[config.mk]
export PLATFORM = sky130hd
export DESIGN_NAME = lcao_core
export DESIGN_NICKNAME = d
export VERILOG_FILES = /design/src/hw/lcao_pkg.sv /design/src/hw/lcao_core.sv /design/src/hw/lcao_alu.sv
export VERILOG_INCLUDE_DIRS = /design/src /design/src/hw
export SDC_FILE = /design/constraint.sdc
export NUM_CORES = 1
export LEC_CHECK = 0
export CAP_MARGIN = 10
export CORE_UTILIZATION = 25
export CTS_CLUSTER_SIZE = 25
export DETAILED_ROUTE_END_ITERATION = 10
export DONT_BUFFER_PORTS = 1
export GPL_TIMING_DRIVEN = 1
export SETUP_SLACK_MARGIN = 0.15
export SLEW_MARGIN = 5
export SYNTH_ARGS = -nofsm -noshare
export SYNTH_HDL_FRONTEND = slang
export SYNTH_HIERARCHICAL = 1
export SYNTH_SLANG_ARGS = --single-unit
[constraint.sdc]
create_clock -name clock -period 6.2 [get_ports clock]
set_input_delay 0.31 -clock clock [delete_from_list [all_inputs] [get_ports clock]]
set_output_delay 0.31 -clock clock [all_outputs]
set_load 0.03 [all_outputs]
[src/hw/lcao_consts.svh]
// Opcode, length, cycle and timing constants for the logic/compare unit
`ifndef LCAO_CONSTS_SVH
`define LCAO_CONSTS_SVH
`define LCAO_OP_ANL_C_BIT 8'h82
`define LCAO_OP_ANL_DIR_IMM 8'h53
`define LCAO_OP_ANL_DIR_A 8'h52
`define LCAO_OP_COMPARE_BRANCH_UNEQUAL_IND 7'h5B
`define LCAO_OP_COMPARE_BRANCH_UNEQUAL_A_IMM 8'hB4
`define LCAO_OP_COMPARE_BRANCH_UNEQUAL_A_DIR 8'hB5
`define LCAO_OP_COMPARE_BRANCH_UNEQUAL_REG 5'h17
`define LCAO_OP_COMPARE_BRANCH_UNEQUAL_GRP 4'hB
`define LCAO_OP_CLR_BIT 8'hC2
`define LCAO_OP_BCD 8'hD4
`define LCAO_OP_DEC_DIR 8'h15
`define LCAO_LEN_1 2'h1
`define LCAO_LEN_2 2'h2
`define LCAO_LEN_3 2'h3
`define LCAO_CYC_1 2'h1
`define LCAO_CYC_2 2'h2
`define LCAO_BCD_MAX 4'h9
`define LCAO_BCD_LO_FIX 9'h006
`define LCAO_BCD_HI_FIX 9'h060
`define LCAO_CLKS_INT 12
`define LCAO_DIV_LAST 4'(`LCAO_CLKS_INT - 1)
`endif

[src/hw/lcao_pkg.sv]
// Types shared by the logic/compare execution unit
package lcao_pkg;
  typedef enum logic [4:0] {
    ST_IDLE = 5'h01,
    ST_ADDR = 5'h02,
    ST_READ = 5'h04,
    ST_CAPT = 5'h08,
    ST_WAIT = 5'h10
  } lcao_state_t;

  typedef struct packed {
    logic legal;
    logic [1:0] len;
    logic [1:0] ncyc;
    logic rd;
    logic bitop;
    logic compare_branch_unequal;
  } lcao_dec_t;

  typedef struct packed {
    lcao_state_t state;
    logic [3:0] div;
    logic [1:0] cnt;
    logic [7:0] op;
    logic [7:0] b2;
    logic [7:0] b3;
    logic [15:0] pc;
    logic cin;
    logic hcin;
    logic [7:0] acc;
    logic [7:0] oper;
    logic [7:0] rdata;
    logic [7:0] addr;
    logic bitsel;
    logic [2:0] regsel;
    logic done;
    logic illegal;
    logic wr_en;
    logic [7:0] wr_data;
    logic carry_we;
    logic carry_val;
    logic acc_we;
    logic [7:0] acc_val;
    logic taken;
    logic [15:0] pc_out;
  } lcao_regs_t;
endpackage : lcao_pkg

[src/hw/lcao_core.sv]
// Execution unit for AND, compare-branch, bit clear, BCD adjust, decrement
// Functional notes
// - Carry becomes carry AND addressed bit
// - Memory byte ANDed with immediate, written back
// - Memory byte ANDed with accumulator, written back
// - Indirect byte versus immediate, branch if unequal
// - Compare sets carry when second operand larger
// - Accumulator versus immediate, branch if unequal
// - Accumulator versus memory byte, branch if unequal
// - Bank register versus immediate, branch if unequal
// - Addressed bit forced to zero, flags kept
// - Low digit plus six if above nine/half-carry
// - High digit plus six if above nine/carry, carry set
// - Memory byte decremented, written back, flags kept
`timescale 1ns/1ns
`include "lcao_consts.svh"
module lcao_core (
  input wire logic clock,
  input wire logic arst_n,
  input wire logic issue_valid,
  output logic issue_ready,
  input wire logic [7:0] issue_opcode,
  input wire logic [7:0] issue_byte2,
  input wire logic [7:0] issue_byte3,
  input wire logic [15:0] issue_pc,
  input wire logic [7:0] acc_in,
  input wire logic carry_in,
  input wire logic half_carry_flag_in,
  output logic [2:0] bank_reg_sel,
  input wire logic [7:0] bank_reg_data,
  output logic mem_rd,
  output logic [7:0] mem_addr,
  output logic mem_bit,
  input wire logic [7:0] mem_rdata,
  output logic mem_wr,
  output logic [7:0] mem_wdata,
  output logic carry_we,
  output logic carry_out,
  output logic acc_we,
  output logic [7:0] acc_out,
  output logic done,
  output logic illegal,
  output logic branch_taken,
  output logic [15:0] next_pc
);
  lcao_pkg::lcao_regs_t r;
  lcao_pkg::lcao_regs_t next_r;
  lcao_pkg::lcao_dec_t dec;
  logic cycle_en;
  logic last;
  logic take;
  logic [7:0] first;
  logic [7:0] second;
  logic [7:0] alu_res;
  logic alu_c;
  logic alu_eq;

  function automatic lcao_pkg::lcao_dec_t lcao_decode(input logic [7:0] op);
    lcao_pkg::lcao_dec_t d;
    d = '0;
    d.len = `LCAO_LEN_1;
    d.ncyc = `LCAO_CYC_1;
    d.legal = 1'b1;
    // Rows 0 to 3 of the group are other instructions, not compares
    d.compare_branch_unequal = (op[7:4] == `LCAO_OP_COMPARE_BRANCH_UNEQUAL_GRP) && (op[3:2] != 2'h0);
    if (op == `LCAO_OP_ANL_C_BIT) begin
      d.len = `LCAO_LEN_2;
      d.ncyc = `LCAO_CYC_2;
      d.rd = 1'b1;
      d.bitop = 1'b1;
    end else if (op == `LCAO_OP_ANL_DIR_IMM) begin
      d.len = `LCAO_LEN_3;
      d.ncyc = `LCAO_CYC_2;
      d.rd = 1'b1;
    end else if (op == `LCAO_OP_ANL_DIR_A || op == `LCAO_OP_DEC_DIR) begin
      d.len = `LCAO_LEN_2;
      d.rd = 1'b1;
    end else if (d.compare_branch_unequal) begin
      d.len = `LCAO_LEN_3;
      d.ncyc = `LCAO_CYC_2;
      d.rd = (op == `LCAO_OP_COMPARE_BRANCH_UNEQUAL_A_DIR) || (op[7:1] == `LCAO_OP_COMPARE_BRANCH_UNEQUAL_IND);
    end else if (op == `LCAO_OP_CLR_BIT) begin
      d.len = `LCAO_LEN_2;
      d.bitop = 1'b1;
    end else if (op != `LCAO_OP_BCD) begin
      d.legal = 1'b0;
    end
    return d;
  endfunction : lcao_decode

  assign dec = lcao_decode(r.op);
  assign cycle_en = (r.div == `LCAO_DIV_LAST);
  assign last = (r.state == lcao_pkg::ST_WAIT) && (r.cnt == dec.ncyc - 2'h1);
  assign issue_ready = cycle_en && (r.state == lcao_pkg::ST_IDLE || last);
  assign take = issue_ready && issue_valid;

  always_comb begin
    first = r.rdata;
    second = r.b2;
    if (r.op == `LCAO_OP_COMPARE_BRANCH_UNEQUAL_A_IMM || r.op == `LCAO_OP_COMPARE_BRANCH_UNEQUAL_A_DIR) begin
      first = r.acc;
    end
    if (r.op[7:3] == `LCAO_OP_COMPARE_BRANCH_UNEQUAL_REG) begin
      first = r.oper;
    end
    if (r.op == `LCAO_OP_COMPARE_BRANCH_UNEQUAL_A_DIR) begin
      second = r.rdata;
    end
    if (r.op == `LCAO_OP_ANL_DIR_A) begin
      second = r.acc;
    end
    if (r.op == `LCAO_OP_ANL_DIR_IMM) begin
      second = r.b3;
    end
  end

  lcao_alu u_alu (
    .op(r.op),
    .first(first),
    .second(second),
    .acc(r.acc),
    .cin(r.cin),
    .hcin(r.hcin),
    .res(alu_res),
    .c(alu_c),
    .eq(alu_eq)
  );

  always_comb begin
    next_r = r;
    next_r.div = cycle_en ? 4'h0 : r.div + 4'h1;
    next_r.done = 1'b0;
    next_r.wr_en = 1'b0;
    next_r.carry_we = 1'b0;
    next_r.acc_we = 1'b0;
    next_r.taken = 1'b0;
    next_r.illegal = 1'b0;
    unique case (r.state)
      lcao_pkg::ST_IDLE: begin
      end
      lcao_pkg::ST_ADDR: begin
        // Waits out the commit cycle so forwarded writes have landed
        if (!r.done) begin
          next_r.acc = acc_in;
          next_r.cin = carry_in;
          next_r.hcin = half_carry_flag_in;
          next_r.oper = bank_reg_data;
          next_r.bitsel = dec.bitop;
          next_r.addr = (r.op[7:1] == `LCAO_OP_COMPARE_BRANCH_UNEQUAL_IND) ? bank_reg_data
                                                         : r.b2;
          next_r.state = dec.rd ? lcao_pkg::ST_READ : lcao_pkg::ST_WAIT;
        end
      end
      lcao_pkg::ST_READ: begin
        next_r.state = lcao_pkg::ST_CAPT;
      end
      lcao_pkg::ST_CAPT: begin
        next_r.rdata = mem_rdata;
        next_r.state = lcao_pkg::ST_WAIT;
      end
      lcao_pkg::ST_WAIT: begin
        if (cycle_en) begin
          next_r.cnt = r.cnt + 2'h1;
        end
        if (last && cycle_en) begin
          next_r.state = lcao_pkg::ST_IDLE;
          next_r.done = 1'b1;
          next_r.illegal = !dec.legal;
          next_r.wr_en = r.op == `LCAO_OP_ANL_DIR_IMM
                      || r.op == `LCAO_OP_ANL_DIR_A
                      || r.op == `LCAO_OP_DEC_DIR
                      || r.op == `LCAO_OP_CLR_BIT;
          next_r.wr_data = (r.op == `LCAO_OP_CLR_BIT) ? 8'h00 : alu_res;
          next_r.carry_we = dec.compare_branch_unequal || r.op == `LCAO_OP_ANL_C_BIT
                         || r.op == `LCAO_OP_BCD;
          next_r.carry_val = alu_c;
          next_r.acc_we = (r.op == `LCAO_OP_BCD);
          next_r.acc_val = alu_res;
          next_r.taken = dec.compare_branch_unequal && !alu_eq;
          next_r.pc_out = r.pc + {14'h0000, dec.len}
                        + ((dec.compare_branch_unequal && !alu_eq) ? {{8{r.b3[7]}}, r.b3}
                                                 : 16'h0000);
        end
      end
    endcase
    if (take) begin
      next_r.state = lcao_pkg::ST_ADDR;
      next_r.op = issue_opcode;
      next_r.b2 = issue_byte2;
      next_r.b3 = issue_byte3;
      next_r.pc = issue_pc;
      next_r.cnt = 2'h0;
      next_r.regsel = (issue_opcode[7:3] == `LCAO_OP_COMPARE_BRANCH_UNEQUAL_REG)
                    ? issue_opcode[2:0] : {2'h0, issue_opcode[0]};
    end
  end

  always_ff @(posedge clock or negedge arst_n) begin
    if (!arst_n) begin
      r <= '0;
      r.state <= lcao_pkg::ST_IDLE;
    end else begin
      r <= next_r;
    end
  end

  assign bank_reg_sel = r.regsel;
  assign mem_rd = (r.state == lcao_pkg::ST_READ);
  assign mem_addr = r.addr;
  assign mem_bit = r.bitsel;
  assign mem_wr = r.wr_en;
  assign mem_wdata = r.wr_data;
  assign carry_we = r.carry_we;
  assign carry_out = r.carry_val;
  assign acc_we = r.acc_we;
  assign acc_out = r.acc_val;
  assign done = r.done;
  assign illegal = r.illegal;
  assign branch_taken = r.taken;
  assign next_pc = r.pc_out;

  localparam int MC1 = `LCAO_CLKS_INT + 1;
  localparam int MC2 = 2 * `LCAO_CLKS_INT + 1;
  // Done clear for eight clocks from T+2, then due at T+MC2
  localparam int MC2_REST = MC2 - 9;

  lcao_pkg::lcao_dec_t issue_dec;
  assign issue_dec = lcao_decode(issue_opcode);
endmodule : lcao_core

[src/hw/lcao_alu.sv]
// Combinational datapath: AND, decrement, compare and BCD correction
`timescale 1ns/1ns
`include "lcao_consts.svh"
module lcao_alu (
  input wire logic [7:0] op,
  input wire logic [7:0] first,
  input wire logic [7:0] second,
  input wire logic [7:0] acc,
  input wire logic cin,
  input wire logic hcin,
  output logic [7:0] res,
  output logic c,
  output logic eq
);
  always_comb begin
    logic [8:0] t;
    t = {1'b0, acc};
    res = 8'h00;
    c = cin;
    eq = (first == second);
    if (op == `LCAO_OP_ANL_C_BIT) begin
      c = cin & first[0];
    end else if (op == `LCAO_OP_ANL_DIR_IMM || op == `LCAO_OP_ANL_DIR_A) begin
      res = first & second;
    end else if (op == `LCAO_OP_DEC_DIR) begin
      res = first - 8'h01;
    end else if (op[7:4] == `LCAO_OP_COMPARE_BRANCH_UNEQUAL_GRP && op[3:2] != 2'h0) begin
      c = (first < second);
    end else if (op == `LCAO_OP_BCD) begin
      if (acc[3:0] > `LCAO_BCD_MAX || hcin) begin
        t = t + `LCAO_BCD_LO_FIX;
      end
      // High digit sees the carry out of the low correction
      if (t[8:4] > {1'b0, `LCAO_BCD_MAX} || cin) begin
        t = t + `LCAO_BCD_HI_FIX;
        c = 1'b1;
      end
      res = t[7:0];
    end
  end
endmodule : lcao_alu

# Word-level counts from Yosys, hierarchy flattened
# Cells that the tools add are included.
[word_totals]
elab_cells = 145
out_inout_bits = 53
reg_bits = 128
[classes]
eq_ne = 23
add_sub_neg = 8
mux = 56
reduce_logical = 27
n_lt_le_gt_ge = 3
bitwise = 3
[op_table]
columns = ["op", "count"]
rows = [
  ["2-to-1 mux 8 bit", 13],
  ["2-to-1 mux 39 bit", 2],
  ["2-to-1 mux 9 bit", 6],
  ["2-to-1 mux 42 bit", 1],
  ["equality test 8 bit (second input constant)", 5],
  ["2-to-1 mux 5 bit", 5],
  ["case mux 5 bit (4 select lines)", 1],
  ["2-to-1 mux 1 bit", 17],
  ["adder 16 bit", 1],
  ["adder 16 x 2 -> 16 bit", 1],
  ["equality test 8 x 7 -> 1 bit (second input constant)", 2],
  ["2-to-1 mux 16 bit", 1],
  ["equality test 5 bit (second input constant)", 3],
  ["2-to-1 mux 2 bit", 6],
  ["logical OR 1 bit", 11],
  ["adder 8 x 3 -> 9 bit (second input constant)", 1],
  ["adder 8 x 7 -> 8 bit (second input constant)", 1],
  ["bitwise AND 8 bit", 1],
  ["equality test 4 bit (second input constant)", 2],
  ["equality test 8 x 5 -> 1 bit (second input constant)", 1],
  ["equality test 8 bit", 1],
  ["less-than comparator 8 bit", 1],
  ["!= test 8 bit (second input constant)", 1],
  ["subtractor 8 x 1 -> 8 bit (second input constant)", 1],
  ["24 further kinds", 35],
]

# Logic depth before layout (Yosys ltp)
# Gate-level depths: netlist of the first run.
[depth]
depth_word = 19
depth_mapped = 24

# Cells and area by module
# Netlist of the first run, hierarchy kept.
[modules_own_cells]
columns = ["mod", "n_inst", "seq_area_each_um2", "cells_per_inst", "area_each_um2"]
rows = [
  ["lcao_core", 1, 3179.3, 649, 6964.2],
  ["lcao_alu", 1, 0.0, 147, 1029.7],
]

# Worst setup path before layout of the first run
# No wires, ideal clock.
[synth_path]
path_type = "register -> register"
start = "reg r[116] in the netlist's numbering"
end = "reg r (netlist bit next_pc[11])"
setup_time_ps = 125
stages_incl_launch_ff = 22
period_less_slack_ps = 5523
t_arrival_ps = 5398
t_required_ps = 6075
n_path_buf = 0
path_slack_ps = 677
cell_sequence = "dfrtp_1 > and4b_1 > nand3_1 > nor2_1 > mux2i_1 > o21ai_0 > inv_1 > ha_1 > nand4_1 > nor2_1 > nor3_1 > nand2_1 > fa_1 > inv_1 > ha_1 > fa_1 > a21o_1 > a21oi_1 > o211ai_1 > a311oi_1 > xnor2_1 > mux2_2"
[synth_between]
word_cells_on_any_way = 35
[synth_rtl]
columns = ["item", "line_no", "source"]
rows = [
  ["start, declared", "lcao_core.sv:46", "lcao_pkg::lcao_regs_t r;"],
  ["start signal, assigned", "lcao_core.sv:203", "r <= next_r;"],
  ["equality test 8 bit (no source line)", "--", ""],
  ["logical OR 1 bit (no source line)", "--", ""],
  ["2-to-1 mux 8 bit", "lcao_core.sv:100", "if (r.op == `LCAO_OP_COMPARE_BRANCH_UNEQUAL_A_IMM || r.op == `LCAO_OP_COMPARE_BRANCH_UNEQUAL_A_DIR) begin"],
  ["2-to-1 mux 8 bit (*)", "lcao_core.sv:103", "if (r.op[7:3] == `LCAO_OP_COMPARE_BRANCH_UNEQUAL_REG) begin"],
  ["net first[0]", "lcao_core.sv:52", "logic [7:0] first;"],
  ["equality test 8 bit (*)", "lcao_alu.sv:20", "eq = (first == second);"],
  ["net alu_eq", "lcao_core.sv:56", "logic alu_eq;"],
  ["logical NOT 1 bit (*)", "lcao_core.sv:181", "+ ((dec.compare_branch_unequal && !alu_eq) ? {{8{r.b3[7]}}, r.b3}"],
  ["logical AND 1 bit (*)", "lcao_core.sv:181", ""],
  ["2-to-1 mux 16 bit (*)", "lcao_core.sv:181", ""],
  ["adder 16 bit (*)", "lcao_core.sv:181", ""],
]
# The timed path passes the listed nets; every way through them passes the cells marked *.
# A chain may end at the register's enable or synchronous reset.

# Worst setup path after layout of the first run
[layout_path]
start = "reg r[114] in the netlist's numbering"
end = "reg r (netlist bit next_pc[11])"
# The elaborated chain is that of the path after synthesis.

==> results of run 1 <==
## per-layer routing
metal	wire [µm]	share of wire [%]
met1	10100	47
met2	9330	43
met3	1560	7.3
met4	433	2.0
met5	48	0.22
## sequential cells by signal, summed over array words and instances, names as in the netlist, 2 cells and up
| name | cells |
|---|---|
| mem_addr | 8 |
| acc_out | 8 |
| next_pc | 16 |
| mem_wdata | 8 |
| bank_reg_sel | 2 |
| r | 77 |
## worst max path at each step
stage | start | end | slack (ns) | cells after the start
after floorplan | r[116] | next_pc[11] | 0.68 | 21
after global placement | r[112] | next_pc[11] | 0.74 | 20
after detailed placement | r[112] | next_pc[11] | 0.62 | 20
after CTS | r[112] | next_pc[11] | 0.60 | 20
after global routing | r[114] | next_pc[11] | 0.18 | 20
final | r[114] | next_pc[11] | 0.73 | 20
## cells in the mapped netlist, types with 7 or more instances
library cell	number	share of area, %
clkbuf_1	16	0.75
inv_1	32	1.5
nor2_1	38	1.8
o211ai_1	8	0.75
ha_1	48	7.5
o21ai_0	67	4.2
xor2_1	8	0.88
nand3_1	16	1.0
a21oi_1	31	1.9
o21ai_1	7	0.44
dfrtp_1	126	39
nor3_1	7	0.44
buf_4	47	4.4
and2_1	9	0.70
mux2i_1	26	3.3
mux2_2	68	9.6
mux2_1	10	1.4
xnor2_1	15	1.6
nand2_1	88	4.1
## repair_timing
action	CTS	global route
setup endpoints to repair	0	3
hold buffers	3	0
hold endpoints to repair	128	0
gates resized for setup	0	2
## metrics by stage
stage          util, %  power (mW)  worst slack [ns]
2_1_floorplan        -       0.904             0.677
3_3_place_gp      26.0       0.919             0.743
3_5_place_dp      26.0       0.920             0.622
4_1_cts           28.2        2.04             0.596
5_1_grt           28.2        2.09             0.183
6_report          28.2        2.01             0.731
## area by class of cell
class	instances	area (µm²)
clock buffer	19	453
sequential	127	3180
inverter	32	120
timing repair buffer	23	198
fill	3256	22600
antenna	3	7.51
multi-input combinational	564	4230
clock inverter	13	186
tap	402	503
## power breakdown
group / switching, mW / internal, mW
Clock: 0.391 / 0.696
Combinational: 0.0420 / 0.0285
Sequential: 0.0153 / 0.839
## cell families (layout without fill, tap and decap cells)
family | Yosys count | count (layout) | synth area share (%)
other cells | 0 | 3 | 0
fa+ha+maj | 51 | 51 | 8.26
flops | 127 | 127 | 39.8
simple gates | 220 | 220 | 14.5
xor+xnor | 23 | 23 | 2.52
buf+inv | 105 | 87 | 7.40
compound gates | 165 | 165 | 13.1
mux | 105 | 105 | 14.4
## worst max-delay path, stage by stage, from the launching register on
cell and delay (ns):
dfrtp_1 0.47, and4b_1 0.32, nand3_1 0.13, nor2_1 0.37
mux2i_1 0.13, o21ai_0 0.60, ha_1 0.36, nand4_1 0.09
nor2_1 0.08, nor3_1 0.27, nand2_1 0.10, fa_1 0.48
inv_1 0.04, ha_1 0.22, fa_1 0.40, a21o_1 0.19
a21oi_1 0.29, o211ai_1 0.14, a311oi_1 0.33, xnor2_1 0.10
mux2_2 0.26
==> impl_metrics.env, run 1 <==
export IMPL_cts_sinks=127
export IMPL_routabilityCongestion=0.848
export IMPL_layout_cells_non_filler=1183
export IMPL_drtPass1Iterations=5
export IMPL_drc=0
export IMPL_crit_fanout=7
export IMPL_htreeDepth=4
export IMPL_cts_tree="built"
export IMPL_reg2reg_to="next_pc[11]"
export IMPL_die_w_um=181
export IMPL_worst_slew_pin_slew_ns=0.726
export IMPL_postSynthAreaPerCell_um2=10.0
export IMPL_synth_cell_types=78
export IMPL_die_y_um=181
export IMPL_synth_ff_type="dfrtp_1"
export IMPL_ys_ff_latch=127
export IMPL_cts_buffer_depth=2
export IMPL_synth_edf_count=0
export IMPL_fin_nets=885
export IMPL_post_drt_wl_per_cell_um=18.1
export IMPL_rrSetupSlack_ns=0.73
export IMPL_dieArea_um2=32700
export IMPL_final_common_cell="dfrtp_1"
export IMPL_yosys_warnings=6
export IMPL_slew_viol_final=0
export IMPL_drive_gt1_share_pct=18.9
export IMPL_max_slew_margin_pct=51.1
export IMPL_timing_rr_start="r[114]"
export IMPL_yosysSeqAreaShare_pct=39.8
export IMPL_syn_nets=916
export IMPL_totalWireLength_um=21500
export IMPL_setup_viol=0
export IMPL_synth_async_reset_ratio_pct=100
export IMPL_finClkSkew_ns=0.0117
export IMPL_grt_pass1_vias=5581
export IMPL_post_cts_buffers=0
export IMPL_numCtsBuffers=17
export IMPL_grt_pass1_wl_um=33500
export IMPL_core_um2=31500
export IMPL_syn_area_um2=7990
export IMPL_hp_class="in2reg"
export IMPL_grt_busiest_layer="met2"
export IMPL_criticalPathCategory="reg2reg"
export IMPL_power_density_nw_per_um2=227
export IMPL_critPathLaunchType="flip-flop"
export IMPL_io_buffers=0
export IMPL_crit_arrival_ns=5.78
export IMPL_hold_viol=0
export IMPL_syn_to_final_growth_pct=11.1
export IMPL_end_kind="flip-flop"
export IMPL_period_share_pct=88.2
export IMPL_vias_per_cell=4.83
export IMPL_cap_viol_max_count=0
export IMPL_postPlaceCellArea_um2=8180
export IMPL_hold_depth=2
export IMPL_crit_required_ns=6.51
export IMPL_use_met2_pct=19.7
export IMPL_antenna_left=0
export IMPL_worstRegToRegCells=20
export IMPL_via_count=5712
export IMPL_root_buffer="clkbuf_16"
export IMPL_hpwlAfterDp_um=16500
export IMPL_drtIter0Drc=325
export IMPL_rows=65
export IMPL_final_cell_mix="dfrtp_1, nand2_1, mux2_2"
export IMPL_max_freq_mhz=183
export IMPL_worstHoldEndpoint="r[78]"
export IMPL_path_clk_slew_ns=0.06
export IMPL_antenna_found_initial=6
export IMPL_grt_max_degree=128
export IMPL_grt_overflow=0
export IMPL_irDropWorstVdd_v=0.000178
export IMPL_run_status="finished, final reports clean"
export IMPL_clk_latency_ns=0.42
export IMPL_hp_start="issue_pc[1]"
export IMPL_fin_area_um2=8880
export IMPL_post_route_min_period_ns=5.47
export IMPL_power_leakage_nw=3.98
export IMPL_track_usage_pct=13.4
export IMPL_hold_slack_ns=0.0205
export IMPL_use_met1_pct=18.4
export IMPL_setup_tns_ns=0
export IMPL_dp_cells=1145
export IMPL_grt_util_met3_pct=4.29
export IMPL_ios=122
export IMPL_synthCells=796
export IMPL_rsz0062_at_grt="no"
export IMPL_start_util_pct=25.4
Note: power is estimated with default switching activity, not from simulation.
==> run 2: changes to the inputs <==
CTS_CLUSTER_DIAMETER = 40   (was default)
clock period = 5.15 ns   (was 6.2 ns; I/O delays follow)
==> impl_metrics.env, run 2 (synthesis gave the netlist of run 1 again) <==
export IMPL_run_status="finished, final reports clean"
export IMPL_post_route_min_period_ns=4.79
export IMPL_hold_viol=0
export IMPL_regArea_um2=3180
export IMPL_drc=0
export IMPL_hpwlAfterDp_um=16700
export IMPL_grt_pass1_vias=6029
export IMPL_crit_arrival_ns=5.10
export IMPL_period_share_pct=93.0
export IMPL_antenna_found_initial=0
export IMPL_ios=122
export IMPL_dieArea_um2=32700
export IMPL_grt_pass1_wl_um=34400
export IMPL_antenna_left=0
export IMPL_p_comb_share_pct=5.2
export IMPL_criticalPathCategory="reg2reg"
export IMPL_core_um2=31500
export IMPL_vias_per_cell=4.73
export IMPL_hp_class="in2reg"
export IMPL_power_density_nw_per_um2=253
export IMPL_numCtsBuffers=17
export IMPL_die_y_um=181
export IMPL_largest_register="r"
export IMPL_totalWireLength_um=21900
export IMPL_hold_slack_ns=0.0433
export IMPL_clk_latency_ns=0.42
export IMPL_power_leakage_nw=4.34
export IMPL_post_drt_wl_per_cell_um=17.4
export IMPL_max_stage_delay_ns=0.48
export IMPL_final_common_cell="dfrtp_1"
export IMPL_root_buffer="clkbuf_16"
export IMPL_die_w_um=181
export IMPL_cts_sinks=127
export IMPL_worst_slew_pin_slew_ns=0.767
export IMPL_grt_max_degree=128
export IMPL_crit_family="adder cells"
export IMPL_critical_path_cell_chain="nand2b_4 -> nor4b_2 -> buf_4 -> mux2i_1 -> nor2_1 -> a21oi_1 -> o21ai_2 -> inv_1 -> ha_1 -> nand4_1 -> nor2_2 -> nor3_2 -> nand2_1 -> fa_1 -> inv_1 -> ha_2 -> fa_2 -> a21o_1 -> a21oi_4 -> o211ai_1 -> a311oi_2 -> xnor2_1 -> mux2_2"
export IMPL_crit_fanout=8
export IMPL_io_buffers=0
export IMPL_postPlaceCellArea_um2=8270
export IMPL_path_clk_slew_ns=0.06
export IMPL_syn_to_final_growth_pct=21.3
export IMPL_switching_power_mw=0.549
export IMPL_setup_tns_ns=0
export IMPL_sw_frac_of_total_pct=22.4
export IMPL_fin_area_um2=9700
export IMPL_max_slew_margin_pct=48.7
export IMPL_drtIter0Drc=398
export IMPL_multi_input_area_um2=4290
export IMPL_routabilityCongestion=0.872
export IMPL_rsz0062_at_grt="yes"
export IMPL_htreeDepth=4
export IMPL_drive_gt1_share_pct=21.1
export IMPL_grt_overflow=0
export IMPL_irDropWorstVdd_v=0.000210
export IMPL_rows=65
export IMPL_clock_power_share_pct=52.8
export IMPL_slew_viol_final=0
export IMPL_end_kind="flip-flop"
export IMPL_crit_required_ns=5.46
export IMPL_max_freq_mhz=209
export IMPL_critPathLaunchType="flip-flop"
export IMPL_cts_buffer_depth=2
export IMPL_via_count=5964
export IMPL_final_cell_mix="dfrtp_1, nand2_1, mux2_2"
export IMPL_crit_path_frequent_cell="inv_1"
export IMPL_track_usage_pct=13.6
export IMPL_seqPwrFrac_pct=42.0
export IMPL_cap_viol_max_count=0
export IMPL_n_fill_cell=3221
export IMPL_drtPass1Iterations=6
export IMPL_intPower_mw=1.90
export IMPL_finClkSkew_ns=0.0128
export IMPL_diodes=0
export IMPL_largest_reg_flops=77
export IMPL_cp_slowest_cell="fa_1"
export IMPL_fin_nets=965
export IMPL_start_util_pct=25.4
export IMPL_cts_tree="built"
export IMPL_setup_viol=0
export IMPL_critical_path_buf_inv_count=3
[run 2: changes by cell type in the layout (fill, tap and decap cells not counted), sizes merged]
cell,change
buf,+16
clkbuf,+1
clkinv,-2
clkinvlp,+2
diode,-3
dlygate4sd3,+63
[run 2: power groups by stage]
stage          Combinational [mW]  Clock (mW)  Sequential [mW]
6_report                    0.128        1.29             1.03
3_3_place_gp               0.0614           0             1.04
2_1_floorplan              0.0509           0             1.04
5_1_grt                     0.144        1.37             1.03
4_1_cts                     0.130        1.33             1.03
3_5_place_dp               0.0627           0             1.05
[run 2: final timing paths]
| path | from | endpoint | slack [ns] | cells past startpoint |
|---|---|---|---|---|
| setup / recovery | r[112] | next_pc[11] | 0.36 | 23 |
| hold / removal | issue_opcode[6] | r[115] | 0.04 | 1 |
| setup reg to reg | r[112] | next_pc[11] | 0.36 | 23 |
| hold reg to reg | r[119] | r[119] | 0.46 | 1 |
| max in group asynchronous | arst_n | r[111] | 4.10 | 2 |
| min in group asynchronous | arst_n | mem_wdata[0] | 0.44 | 2 |
[run 2: per-stage QoR]
stage	total power, mW	utilization, %	std cells	setup WS [ns]
after floorplan	1.09	-	796	0.177
after global placement	1.11	26.3	1153	0.170
final	2.45	30.8	1260	0.359
after CTS	2.48	30.4	1251	0.160
after global routing	2.54	30.8	1260	0.0187
after detailed placement	1.11	26.3	1153	0.116
[run 2: area by class of cell]
| class | instances | area share (%) |
|---|---|---|
| Timing Repair Buffer | 103 | 9.96 |
| Sequential cell | 127 | 32.8 |
| Clock inverter | 13 | 1.94 |
| Tap cell | 402 | 5.19 |
| Clock buffer | 19 | 4.57 |
| Inverter | 32 | 1.24 |
| Multi-Input combinational cell | 564 | 44.3 |
[run 2: layer usage]
layer	GRT usage (%)	wire length (µm)	share of wire (%)	vias up
met5	0	0	0	-
met4	3.38	147	0.67	0
met3	3.69	1190	5.4	9
met2	21.0	9820	45	149
met1	18.8	10700	49	2898
li1	-	-	-	2908
[run 2: timing repair]
action                                  4_1_cts  5_1_grt
endpoints found under the hold margin       193        0
pin swaps                                     0       14
endpoints found under the setup margin        1        9
resized for setup                             2       21
hold buffers                                 66        0
buffers inserted                              0        9
